`src/rtl/irq_seq_params.svh`:
```
// Constants for the interrupt entry and exit sequencer
// How it works
// - Maskable interrupts serviced only with mask clear
// - Masked requests stay pending until unmasked
// - Reset leaves the global mask flag set
// - Entry waits for current instruction end
// - Entry pushes PC, X, A, condition_code
// - Entry sets the global mask flag
// - Load vector of serviced source into PC
// - Return pops registers, restoring the mask flag
// - Service routine not preempted by maskable requests
// - Fixed priority picks among simultaneous requests
// - Any request wakes the core from wait
// - Only external sources and designated peripheral sources wake from halt
// - Software trap enters regardless of mask flag
// - Edge request latched, cleared on entry
// - Low enabled NAND pin masks external request
// - Peripheral request needs enable and clear mask
// - Sensitivity change discards pending external request
`ifndef IRQ_SEQ_PARAMS_SVH
`define IRQ_SEQ_PARAMS_SVH

// ----------------------------------------
// Condition code layout
// ----------------------------------------
`define COND_MASK_BIT  3
`define MASK_RESET     1'b1

// ----------------------------------------
// Vectors
// ----------------------------------------
`define VEC_TRAP       16'hfffc
`define VEC_SRC0       16'hfffa

// ----------------------------------------
// Stack sequence
// ----------------------------------------
`define STACK_BYTES    3'h5
`define STACK_LAST     3'h4
`define CNT_ZERO       3'h0
`define CNT_ONE        3'h1

// ----------------------------------------
// External sensitivity codes
// ----------------------------------------
`define SENS_FALL_LOW  2'h0
`define SENS_RISE      2'h1
`define SENS_FALL      2'h2
`define SENS_BOTH      2'h3
`define PIN_IDLE       1'b1

`endif

```
`src/rtl/irq_seq_pkg.sv`:
```
// Types shared by the interrupt sequencer files
package irq_seq_pkg;

  typedef enum logic [2:0] {
    OP_NONE   = 3'h0,
    OP_UNMASK = 3'h1,   // unmask_op
    OP_MASK   = 3'h2,   // mask_set_op
    OP_IDLE   = 3'h3,   // idle_until_event_op
    OP_RETURN = 3'h4,   // service_return_op
    OP_TRAP   = 3'h5,
    OP_HALT   = 3'h6
  } op_t;

  typedef enum logic [2:0] {
    ST_RUN  = 3'h0,
    ST_PUSH = 3'h1,
    ST_VECT = 3'h3,
    ST_POP  = 3'h2,
    ST_WAIT = 3'h6,
    ST_HALT = 3'h7
  } seq_state_t;

  typedef enum logic [2:0] {
    SEL_PCL  = 3'h0,
    SEL_PCH  = 3'h1,
    SEL_X    = 3'h2,
    SEL_A    = 3'h3,
    SEL_COND = 3'h4
  } reg_sel_t;

  typedef struct packed {
    logic [15:0] pc;
    logic [7:0]  x;
    logic [7:0]  a;
    logic [7:0]  cond;
  } core_regs_t;

  typedef struct packed {
    logic       push;
    logic       pop;
    logic [7:0] wdata;
  } stack_req_t;

  typedef struct packed {
    logic       we;
    reg_sel_t   sel;
    logic [7:0] data;
  } restore_t;

endpackage

```
`src/rtl/ext_edge_latch.sv`:
```
// One external interrupt source: synchroniser, sensitivity and request latch
`timescale 1ns/1ps
`include "irq_seq_params.svh"
module ext_edge_latch (
  // Clock and reset
  input  wire logic       clk,
  input  wire logic       rst_n,
  // Pin side
  input  wire logic       pin,
  input  wire logic       low_mask,
  input  wire logic [1:0] sens,
  // Sequencer side
  input  wire logic       ack,
  output logic            req
);

  logic       s1_q;
  logic       s2_q;
  logic       s3_q;
  logic       lvl_q;
  logic       latch_q;
  logic [1:0] sens_q;
  logic       stable;
  logic       rise;
  logic       fall;
  logic       hit;
  logic       level_low;

  always_ff @(posedge clk or negedge rst_n) begin
    if (!rst_n) begin
      s1_q <= `PIN_IDLE;
      s2_q <= `PIN_IDLE;
      s3_q <= `PIN_IDLE;
    end else begin
      s1_q <= pin;
      s2_q <= s1_q;
      s3_q <= s2_q;
    end
  end

  assign stable = (s2_q == s3_q);
  assign rise   = stable && s3_q && !lvl_q;
  assign fall   = stable && !s3_q && lvl_q;

  always_ff @(posedge clk or negedge rst_n) begin
    if (!rst_n) begin
      lvl_q <= `PIN_IDLE;
    end else if (stable) begin
      lvl_q <= s3_q;
    end
  end

  always_comb begin
    unique case (sens)
      `SENS_FALL_LOW: hit = fall;
      `SENS_RISE:     hit = rise;
      `SENS_FALL:     hit = fall;
      `SENS_BOTH:     hit = rise || fall;
    endcase
  end

  assign level_low = (sens == `SENS_FALL_LOW) && !lvl_q;

  always_ff @(posedge clk or negedge rst_n) begin
    if (!rst_n) begin
      sens_q <= `SENS_FALL_LOW;
    end else begin
      sens_q <= sens;
    end
  end

  always_ff @(posedge clk or negedge rst_n) begin
    if (!rst_n) begin
      latch_q <= 1'b0;
    end else if (sens != sens_q) begin
      latch_q <= 1'b0;
    end else if (hit && !low_mask) begin
      latch_q <= 1'b1;
    end else if (ack) begin
      latch_q <= 1'b0;
    end
  end

  assign req = !low_mask && (latch_q || level_low);
endmodule

```
`src/rtl/fixed_prio_pick.sv`:
```
// Fixed priority pick: lowest set index wins
`timescale 1ns/1ps
module fixed_prio_pick #(
  parameter int N  = 8,
  parameter int IW = 3
) (
  // Requests
  input  wire logic [N-1:0]  req,
  // Winner
  output logic               valid,
  output logic [IW-1:0]      idx
);

  always_comb begin
    valid = 1'b0;
    idx   = '0;
    for (int i = N - 1; i >= 0; i--) begin
      if (req[i]) begin
        valid = 1'b1;
        idx   = IW'(i);
      end
    end
  end

endmodule

```
`src/rtl/cpu_interrupt_sequencer.sv`:
```
// Interrupt entry and exit sequencer of the core
`timescale 1ns/1ps
`include "irq_seq_params.svh"
module cpu_interrupt_sequencer #(
  parameter int                N_EXT     = 5,
  parameter int                N_PER     = 6,
  parameter logic [N_PER-1:0]  HALT_WAKE = '0
) (
  // Clock and reset
  input  wire logic                       MCLK,
  input  wire logic                       NRST,
  // Instruction sequencer
  input  wire logic                       INSTR_DONE,
  input  wire irq_seq_pkg::op_t           OP_CODE,
  input  wire irq_seq_pkg::core_regs_t    CORE_REGS,
  // Stack read data, one cycle after pop
  input  wire logic [7:0]                 STACK_RDATA,
  // External sources
  input  wire logic [N_EXT-1:0]           EXT_PIN,
  input  wire logic [N_EXT-1:0]           EXT_LOW_MASK,
  input  wire logic [2*N_EXT-1:0]         EXT_SENS,
  // Peripheral sources
  input  wire logic [N_PER-1:0]           PERIPH_FLAG,
  input  wire logic [N_PER-1:0]           PERIPH_EN,
  // Core control
  output logic                            MASK_FLAG,
  output logic                            CORE_HOLD,
  output logic                            SLEEPING,
  output logic                            PC_LOAD,
  output logic [15:0]                     PC_VALUE,
  // Stack and register restore
  output irq_seq_pkg::stack_req_t         STACK_OUT,
  output irq_seq_pkg::restore_t           RESTORE
);

  localparam int N_SRC = N_EXT + N_PER;
  localparam int IW    = $clog2(N_SRC);

  // ----------------------------------------
  // Declarations
  // ----------------------------------------
  irq_seq_pkg::seq_state_t state_q;
  irq_seq_pkg::seq_state_t state_d;
  irq_seq_pkg::core_regs_t saved_q;
  logic                    mask_q;
  logic                    mask_d;
  logic [2:0]              cnt_q;
  logic                    trap_q;
  logic [IW-1:0]           idx_q;
  logic                    pop_pend_q;
  irq_seq_pkg::reg_sel_t   pop_sel_q;
  logic [N_EXT-1:0]        ext_req;
  logic [N_EXT-1:0]        ext_ack;
  logic [N_PER-1:0]        per_req;
  logic [N_SRC-1:0]        all_req;
  logic                    halt_req;
  logic                    pick_valid;
  logic [IW-1:0]           pick_idx;
  logic                    at_boundary;
  logic                    take_trap;
  logic                    take_irq;
  logic                    entering;
  logic [15:0]             vec_addr;
  logic [7:0]              push_byte;
  irq_seq_pkg::reg_sel_t   pop_sel;

  // ----------------------------------------
  // External sources
  // ----------------------------------------
  for (genvar g = 0; g < N_EXT; g++) begin : g_ext
    ext_edge_latch u_ext (
      .clk      (MCLK),
      .rst_n    (NRST),
      .pin      (EXT_PIN[g]),
      .low_mask (EXT_LOW_MASK[g]),
      .sens     (EXT_SENS[2*g +: 2]),
      .ack      (ext_ack[g]),
      .req      (ext_req[g])
    );
    assign ext_ack[g] = (state_q == irq_seq_pkg::ST_VECT) && !trap_q && (idx_q == IW'(g));
  end

  // ----------------------------------------
  // Peripheral sources and priority
  // ----------------------------------------
  assign per_req  = PERIPH_FLAG & PERIPH_EN;
  assign all_req  = {per_req, ext_req};
  assign halt_req = (|ext_req) || (|(per_req & HALT_WAKE));

  fixed_prio_pick #(
    .N  (N_SRC),
    .IW (IW)
  ) u_pick (
    .req   (all_req),
    .valid (pick_valid),
    .idx   (pick_idx)
  );

  // ----------------------------------------
  // Entry decision
  // ----------------------------------------
  assign at_boundary = (state_q == irq_seq_pkg::ST_RUN) && INSTR_DONE;
  assign take_trap   = at_boundary && (OP_CODE == irq_seq_pkg::OP_TRAP);
  assign take_irq    = !mask_q && pick_valid && !take_trap &&
                       (at_boundary || (state_q == irq_seq_pkg::ST_WAIT) ||
                        (state_q == irq_seq_pkg::ST_HALT && halt_req));
  assign entering    = take_trap || take_irq;
  assign vec_addr    = trap_q ? `VEC_TRAP : 16'(`VEC_SRC0 - {idx_q, 1'b0});

  // ----------------------------------------
  // Sequence state
  // ----------------------------------------
  always_comb begin
    state_d = state_q;
    unique case (state_q)
      irq_seq_pkg::ST_RUN: begin
        if (entering) begin
          state_d = irq_seq_pkg::ST_PUSH;
        end else if (at_boundary) begin
          unique case (OP_CODE)
            irq_seq_pkg::OP_RETURN: state_d = irq_seq_pkg::ST_POP;
            irq_seq_pkg::OP_IDLE:   state_d = irq_seq_pkg::ST_WAIT;
            irq_seq_pkg::OP_HALT:   state_d = irq_seq_pkg::ST_HALT;
            default:                state_d = irq_seq_pkg::ST_RUN;
          endcase
        end
      end
      irq_seq_pkg::ST_PUSH: begin
        if (cnt_q == `STACK_LAST) begin
          state_d = irq_seq_pkg::ST_VECT;
        end
      end
      irq_seq_pkg::ST_VECT: state_d = irq_seq_pkg::ST_RUN;
      irq_seq_pkg::ST_POP: begin
        if (pop_pend_q && pop_sel_q == irq_seq_pkg::SEL_PCL) begin
          state_d = irq_seq_pkg::ST_RUN;
        end
      end
      irq_seq_pkg::ST_WAIT: begin
        if (take_irq) begin
          state_d = irq_seq_pkg::ST_PUSH;
        end
      end
      irq_seq_pkg::ST_HALT: begin
        if (take_irq) begin
          state_d = irq_seq_pkg::ST_PUSH;
        end else if (halt_req) begin
          state_d = irq_seq_pkg::ST_RUN;
        end
      end
      default: state_d = irq_seq_pkg::ST_RUN;
    endcase
  end

  always_ff @(posedge MCLK or negedge NRST) begin
    if (!NRST) begin
      state_q <= irq_seq_pkg::ST_RUN;
    end else begin
      state_q <= state_d;
    end
  end

  // ----------------------------------------
  // Global mask flag
  // ----------------------------------------
  always_comb begin
    mask_d = mask_q;
    if (entering) begin
      mask_d = 1'b1;
    end else if (pop_pend_q && pop_sel_q == irq_seq_pkg::SEL_COND) begin
      mask_d = STACK_RDATA[`COND_MASK_BIT];
    end else if (at_boundary) begin
      unique case (OP_CODE)
        irq_seq_pkg::OP_UNMASK: mask_d = 1'b0;
        irq_seq_pkg::OP_MASK:   mask_d = 1'b1;
        irq_seq_pkg::OP_IDLE:   mask_d = 1'b0;
        default:                mask_d = mask_q;
      endcase
    end
  end

  always_ff @(posedge MCLK or negedge NRST) begin
    if (!NRST) begin
      mask_q <= `MASK_RESET;
    end else begin
      mask_q <= mask_d;
    end
  end

  // ----------------------------------------
  // Captured context and source
  // ----------------------------------------
  always_ff @(posedge MCLK or negedge NRST) begin
    if (!NRST) begin
      saved_q <= '0;
      trap_q  <= 1'b0;
      idx_q   <= '0;
    end else if (entering) begin
      saved_q    <= CORE_REGS;
      saved_q.cond <= {CORE_REGS.cond[7:`COND_MASK_BIT+1], mask_q, CORE_REGS.cond[`COND_MASK_BIT-1:0]};
      trap_q     <= take_trap;
      idx_q      <= pick_idx;
    end
  end

  // ----------------------------------------
  // Byte counter for push and pop
  // ----------------------------------------
  always_ff @(posedge MCLK or negedge NRST) begin
    if (!NRST) begin
      cnt_q <= `CNT_ZERO;
    end else if (state_d != state_q) begin
      cnt_q <= `CNT_ZERO;
    end else if (cnt_q != `STACK_BYTES) begin
      cnt_q <= cnt_q + `CNT_ONE;
    end
  end

  always_comb begin
    unique case (cnt_q)
      3'h0:    push_byte = saved_q.pc[7:0];
      3'h1:    push_byte = saved_q.pc[15:8];
      3'h2:    push_byte = saved_q.x;
      3'h3:    push_byte = saved_q.a;
      default: push_byte = saved_q.cond;
    endcase
    unique case (cnt_q)
      3'h1:    pop_sel = irq_seq_pkg::SEL_COND;
      3'h2:    pop_sel = irq_seq_pkg::SEL_A;
      3'h3:    pop_sel = irq_seq_pkg::SEL_X;
      3'h4:    pop_sel = irq_seq_pkg::SEL_PCH;
      default: pop_sel = irq_seq_pkg::SEL_PCL;
    endcase
  end

  // ----------------------------------------
  // Stack requests
  // ----------------------------------------
  always_ff @(posedge MCLK or negedge NRST) begin
    if (!NRST) begin
      STACK_OUT <= '0;
    end else begin
      STACK_OUT.push  <= (state_q == irq_seq_pkg::ST_PUSH);
      STACK_OUT.wdata <= push_byte;
      STACK_OUT.pop   <= (state_q == irq_seq_pkg::ST_POP) && (cnt_q < `STACK_BYTES);
    end
  end

  always_ff @(posedge MCLK or negedge NRST) begin
    if (!NRST) begin
      pop_pend_q <= 1'b0;
      pop_sel_q  <= irq_seq_pkg::SEL_COND;
    end else begin
      pop_pend_q <= STACK_OUT.pop;
      pop_sel_q  <= pop_sel;
    end
  end

  always_ff @(posedge MCLK or negedge NRST) begin
    if (!NRST) begin
      RESTORE <= '0;
    end else begin
      RESTORE.we   <= pop_pend_q;
      RESTORE.sel  <= pop_sel_q;
      RESTORE.data <= STACK_RDATA;
    end
  end

  // ----------------------------------------
  // Vector load and core control
  // ----------------------------------------
  always_ff @(posedge MCLK or negedge NRST) begin
    if (!NRST) begin
      PC_LOAD  <= 1'b0;
      PC_VALUE <= '0;
    end else begin
      PC_LOAD  <= (state_q == irq_seq_pkg::ST_VECT);
      PC_VALUE <= vec_addr;
    end
  end

  always_ff @(posedge MCLK or negedge NRST) begin
    if (!NRST) begin
      MASK_FLAG <= `MASK_RESET;
      CORE_HOLD <= 1'b0;
      SLEEPING  <= 1'b0;
    end else begin
      MASK_FLAG <= mask_d;
      CORE_HOLD <= (state_d != irq_seq_pkg::ST_RUN);
      SLEEPING  <= (state_d == irq_seq_pkg::ST_WAIT) || (state_d == irq_seq_pkg::ST_HALT);
    end
  end
endmodule

```
`config.mk`:
```
export PLATFORM = sky130hd
export DESIGN_NAME = cpu_interrupt_sequencer
export DESIGN_NICKNAME = d
export VERILOG_FILES = /design/src/rtl/irq_seq_pkg.sv /design/src/rtl/ext_edge_latch.sv /design/src/rtl/fixed_prio_pick.sv /design/src/rtl/cpu_interrupt_sequencer.sv
export VERILOG_INCLUDE_DIRS = /design/src /design/src/rtl
export SDC_FILE = /design/constraint.sdc
export NUM_CORES = 1
export LEC_CHECK = 0
export BUFFER_PORTS_ARGS = -buffer_cell sky130_fd_sc_hd__buf_2
export CORE_ASPECT_RATIO = 1.4
export CORE_MARGIN = 3
export CORE_UTILIZATION = 50
export DETAILED_ROUTE_END_ITERATION = 6
export PLACE_DENSITY = 0.75
export RECOVER_POWER = 25
export SYNTH_ARGS = -nofsm -noshare
export SYNTH_HDL_FRONTEND = slang
export SYNTH_SLANG_ARGS = --single-unit
```
`constraint.sdc`:
```
create_clock -name MCLK -period 3.87 [get_ports MCLK]
set_input_delay 0.1935 -clock MCLK [delete_from_list [all_inputs] [get_ports MCLK]]
set_output_delay 0.1935 -clock MCLK [all_outputs]
set_load 0.005 [all_outputs]
```
Word level (Yosys, flattened, before mapping) --
Index checks and enable logic that the tools add are counted.
Storage, ports and cells: register bits 132, bits of input ports 86, output and inout port bits 42, logic and storage cells 272
Cells by class: add/subtract/negate cells 2, order comparisons 1, eq/ne operators 49, multiplexer cells 60, bitwise operators 1, reduce and logical (&&, ||, !) cells 108
Operator list (count):
- 1-bit logical AND | 50
- 4-bit two-way mux | 11
- 8-bit case mux with 4 select lines | 1
- 1-bit two-way mux | 29
- 3-bit == test, second input constant | 9
- 3-bit two-way mux | 9
- 3-bit nonzero test | 7
- 2-bit == test, second input constant | 10
- 3-bit by 2-bit == test with 1-bit output, second input constant | 6
- 1-bit zero test | 18
- 16-bit two-way mux | 1
- 1-bit case mux with 3 select lines | 5
- 3-bit case mux with 5 select lines | 1
- 1-bit logical OR | 14
- 3-bit case mux with 4 select lines | 1
- 2-bit OR reduction | 6
- 2-bit by 1-bit == test with 1-bit output, second input constant | 5
- 2-bit zero test | 5
- 2-bit != test | 5
- 3-bit by 1-bit == test with 1-bit output, second input constant | 3
- 3-bit zero test | 3
- 3-bit case mux with 3 select lines | 1
- 4-bit by 2-bit == test with 1-bit output, second input constant | 2
- 4-bit by 6-bit subtractor with 7-bit output, first input constant | 1
- other kinds (14) | 18

Depth between registers and ports, before layout --
word-level depth 20, gate-level depth with buffers 10

Hierarchy --
From an unflattened synthesis, not the netlist that was laid out.
Second synthesis, totals: cell total of the unflattened synthesis 431, area, all modules 5607.9 sq um
Modules (own cells, without submodules):
- cpu_interrupt_sequencer | times used 1, cells an instance 292, area an instance 3956.3 sq um, seq. area each 2179.6 sq um
- ext_edge_latch | times used 5, cells an instance 24, area an instance 307.8 sq um, seq. area each 180.2 sq um
- fixed_prio_pick | times used 1, cells an instance 19, area an instance 112.6 sq um, seq. area each 0.0 sq um

Worst setup path before layout --
No wires, ideal clock.
path type flip-flop to flip-flop, start register g_ext[2].u_ext.lvl_q, end register saved_q[0] (netlist bit), library setup time 0.127 ns, arrival 2.028 ns, data required time 3.743 ns, setup slack 1.714 ns, stages on the path, launching flop included 10, clock period less this slack 2.156 ns, path through dfstp_2 > nor3_2 > o21bai_1 > and4_4 > buf_6 > a311o_4 > o21bai_1 > buf_4 > buf_4 > mux2_1
Between the ends: word-level cells in the longest chain between the ends 11, elaborated cells between the ends (all ways) 14
Ends and longest elaborated chain:
- start, declared | line ext_edge_latch.sv:20 | logic lvl_q;
- start signal, assigned | line ext_edge_latch.sv:47 | lvl_q <= `PIN_IDLE;
- start signal, assigned | line ext_edge_latch.sv:49 | lvl_q <= s3_q;
- 1-bit zero test * | line ext_edge_latch.sv:62 | assign level_low = (sens == `SENS_FALL_LOW) && !lvl_q;
- 1-bit logical AND * | line ext_edge_latch.sv:62
- 1-bit logical OR * | line ext_edge_latch.sv:84 | assign req = !low_mask && (latch_q || level_low);
- 1-bit logical AND * | line ext_edge_latch.sv:84
- 1-bit two-way mux (3 in series) | line fixed_prio_pick.sv:18 | if (req[i]) begin
- 1-bit logical AND (2 in series) | line cpu_interrupt_sequencer.sv:104 | assign take_irq = !mask_q && pick_valid && !take_trap &&
- 1-bit logical AND * | line cpu_interrupt_sequencer.sv:104
- 1-bit logical OR * | line cpu_interrupt_sequencer.sv:107 | assign entering = take_trap || take_irq;
- end, declared | line cpu_interrupt_sequencer.sv:44 | irq_seq_pkg::core_regs_t saved_q;
Mark *: on every way between the ends. The rest lies on a longest branch, timed or not. A chain may end at the register's enable or synchronous reset.

Worst setup path after layout --
start input EXT_SENS[8], end register saved_q[23] (netlist bit)
Between the ends: word-level cells in the longest chain between the ends 13, elaborated cells between the ends (all ways) 16
Ends and longest elaborated chain:
- start, declared | line cpu_interrupt_sequencer.sv:21 | input wire logic [2*N_EXT-1:0] EXT_SENS,
- 2-bit zero test (no source line) *
- 1-bit logical AND * | line ext_edge_latch.sv:62
- 1-bit logical OR * | line ext_edge_latch.sv:84
- 1-bit logical AND * | line ext_edge_latch.sv:84
- 1-bit two-way mux (5 in series) | line fixed_prio_pick.sv:18
- 1-bit logical AND (2 in series) | line cpu_interrupt_sequencer.sv:104
- 1-bit logical AND * | line cpu_interrupt_sequencer.sv:104
- 1-bit logical OR * | line cpu_interrupt_sequencer.sv:107
Marked as above.

==> flow_metrics.tcl <==
set metrics [dict create \
    vias 3856 \
    cts_root_buf "clkbuf_16" \
    synthArstFlopShare_pct 100 \
    cp_slowest_cell "dlygate4sd3_1" \
    antenna_left 0 \
    dr.pass1.iters 6 \
    drtIter0Drc 153 \
    tightest_slew_ps 1510 \
    leakagePower_uw 0.00319 \
    drv_slew 62 \
    nNetsFinal 685 \
    crit_chain "dlygate4sd3_1 -> clkbuf_1 -> nor3_2 -> o21bai_1 -> and3_1 -> a311o_4 -> o21bai_4 -> buf_12 -> mux2_2" \
    post-route-period-util_pct 69.4 \
    antenna_found_initial 0 \
    port_buffers 125 \
    critPathMaxFanout 39 \
    antennaDiodeCount 0 \
    synth_area_leaders "dfrtp_1 48%, dfstp_2 11%, mux2_2 7.5%, ha_1 3.8%, a21oi_1 2.6%" \
    die_w_um 92.4 \
    fin_skew_ps 9.14 \
    cp_slowest_stage_delay_ps 530 \
    cts.sinks 122 \
    ys.flop_type "dfrtp_1" \
    power_density_nw_per_um2 726 \
    place_inst 673 \
    status "complete, but fails checks" \
    ys_types 48 \
    synthCells 434 \
    first_global_vias 4041 \
    dp_hpwl_um 7880 \
    finalHoldViolCount 0 \
    area.growth.synth_to_final_pct 30.2 \
    syn_area_per_cell_um2 12.1 \
    dp_slack_ps 1350 \
    slew_headroom_pct -0.655 \
    fin_tns_setup_ps 0 \
    cp.required_ps 4150 \
    synth_most_common_cell "dfrtp_1" \
    cap_violations 1 \
    ys_seq_area_share_pct 58.9 \
    min_period_ps 2690 \
    p_comb_share_pct 25.7 \
    rsz0062_at_grt "false" \
    clk_pin_slew_worst_paths_ps 60 \
    worstSetupEndpointType "flip-flop" \
    h-tree-depth 4 \
    hold_class "primary input to flip-flop" \
    p_sw_uw 1440 \
    synth_commonest_cells "100 x dfrtp_1, 35 x mux2_2, 32 x nor2_1, 27 x a21oi_1, 26 x nand2_1" \
    fmax_mhz 372 \
    synth_edf_count 0 \
    switching_share_pct 29.1 \
    core_um2 10100 \
    io_pins 128 \
    synth_top_area_share_pct 47.8 \
    vias_per_cell 5.27 \
    grt_pass1_wl_um 18900 \
    fin_ws_ps 1180 \
    path_class "primary input to flip-flop" \
    ys_ff_latch 122 \
    syn-cell-area_um2 5230 \
    violations "max-capacitance violations, max-slew violations" \
    post-route-drc-count 0 \
    gp_congestion 0.870 \
    yosysTopAreaCell "dfrtp_1" \
    pwr-share-clk_pct 34.4 \
    cts_tree "built" \
    seqPwrFrac_pct 39.9 \
    grtUsageTotal_pct 20.7 \
    cts_buffers 17 \
    cts.path.max_buffers 2 \
    synth_warnings 0 \
    p_int_uw 3500 \
    overflow 0 \
    rows 43 \
    finalWirelength_um 11300 \
    stdcell_count 731 \
    power_uw 4940 \
    clkLatencyLatePin_ps 410 \
    setup_viol 0 \
    cp.arrival_ps 2970 \
    cp-start-kind "primary input" \
    initial_utilization_pct 52.0 \
    drive_gt1_share_pct 34.4 \
    peakVddDrop_mv 0.543 \
    chipHeight_um 127 \
    grt_max_degree 63 \
    die_area_um2 11700 \
    wire_per_inst_um 15.5 \
    syn_nets 536 \
]
worst max-delay path: cells and delay by family:
| family | cells | cell delay (ps) |
|---|---|---|
| multiplexers | 1 | 370 |
| AO/OA/AOI/OAI | 3 | 980 |
| buffers and inverters | 3 | 970 |
| AND/OR/NAND/NOR | 2 | 440 |
flip-flops by register name (all words and copies together), names as in the netlist, 3 cells and up:
signal               cells
saved_q                 40
RESTORE                 12
STACK_OUT               10
g_ext.u_ext.sens_q      10
PC_VALUE                 6
g_ext.u_ext.latch_q      5
g_ext.u_ext.lvl_q        5
g_ext.u_ext.s1_q         5
g_ext.u_ext.s2_q         5
g_ext.u_ext.s3_q         5
idx_q                    4
cnt_q                    3
pop_sel_q                3
state_q                  3
per-stage QoR:
step | area, um2 | util (%) | hold slack (ps)
detailed placement | 5920 | 58.9 | 300
CTS | 6820 | 67.8 | 0.324
floorplan | 5230 | - | -102
global placement | 5920 | 58.9 | 298
global route | 6810 | 67.7 | 0.394
finish | 6810 | 67.7 | 16.1
layout make-up:
type                       count  area, um2
inverter                      20       75.1
multi-input combinational    269       1930
clock inverter                12        196
timing repair buffer         153        912
tap                          135        169
clock buffer                  20        447
sequential                   122       3080
fill                         767       3250
cells by family after synthesis:
kind of cell / count (synthesis) / synth area share (%)
other: 2 / 0.144
muxes: 40 / 8.68
DFF: 122 / 58.9
and+or+nand+nor: 118 / 11.9
AOI/OAI and AO/OA: 80 / 9.95
adders and majority gates: 16 / 3.83
xor gates and xnor gates: 13 / 2.18
buffers and inverters: 43 / 4.42
timing repair:
action,4_1_cts,5_1_grt
endpoints found under the hold margin,82,1
gates resized for setup,0,0
buffers inserted,0,0
hold buffers,25,1
setup endpoints to repair,0,0
cell usage in the layout (no fill, tap or decap), drive strengths merged, types with 2 or more instances in the layout:
cell type | netlist | final
a21o | 2 | 2
a21oi | 27 | 27
a222oi | 8 | 8
a311oi | 2 | 2
a31oi | 3 | 3
a32oi | 2 | 2
and3 | 2 | 2
and4bb | 3 | 3
buf | 18 | 115
bufinv | 0 | 5
clkbuf | 5 | 32
clkinv | 0 | 4
clkinvlp | 0 | 3
conb | 2 | 2
dfrtp | 100 | 100
dfstp | 22 | 22
dlygate4sd3 | 0 | 26
ha | 16 | 16
inv | 20 | 20
mux2 | 40 | 40
nand2 | 26 | 26
nand2b | 11 | 11
nand3 | 13 | 13
nand3b | 5 | 5
nand4 | 2 | 2
nand4b | 3 | 3
nor2 | 32 | 32
nor2b | 2 | 2
nor3 | 11 | 11
nor4b | 2 | 2
o211a | 2 | 2
o21ai | 21 | 21
o21bai | 8 | 8
xnor2 | 4 | 4
xor2 | 9 | 9
routing by layer:
| layer | share of wire (%) | up-vias | track usage, % |
|---|---|---|---|
| met3 | 7.6 | 22 | 7.54 |
| met4 | 1.9 | 0 | 8.75 |
| met1 | 39 | 1881 | 23.4 |
| li1 | - | 1809 | - |
| met5 | 0 | - | 0 |
| met2 | 52 | 144 | 35.0 |
worst paths after layout:
check	cells past startpoint	from	to	slack, ps
max	9	EXT_SENS[8]	saved_q[23]	1180
max reg2reg	7	g_ext[4].u_ext.lvl_q	cnt_q[1]	1300
min reg2reg	0	g_ext[0].u_ext.s1_q	g_ext[0].u_ext.s2_q	360
min	2	CORE_REGS[24]	saved_q[24]	20
max in group asynchronous	3	NRST	g_ext[0].u_ext.s1_q	2130
min in group asynchronous	2	NRST	pop_pend_q	720
power groups by stage:
stage / clock network (uW) / logic, uW / registers (uW)
finish: 1700 / 1270 / 1970
floorplan: 0 / 871 / 1920
detailed placement: 0 / 1260 / 1990
global placement: 0 / 1210 / 1960
global route: 1800 / 1430 / 2030
CTS: 1730 / 1290 / 1970
Note: power is estimated with default switching activity, not from simulation.
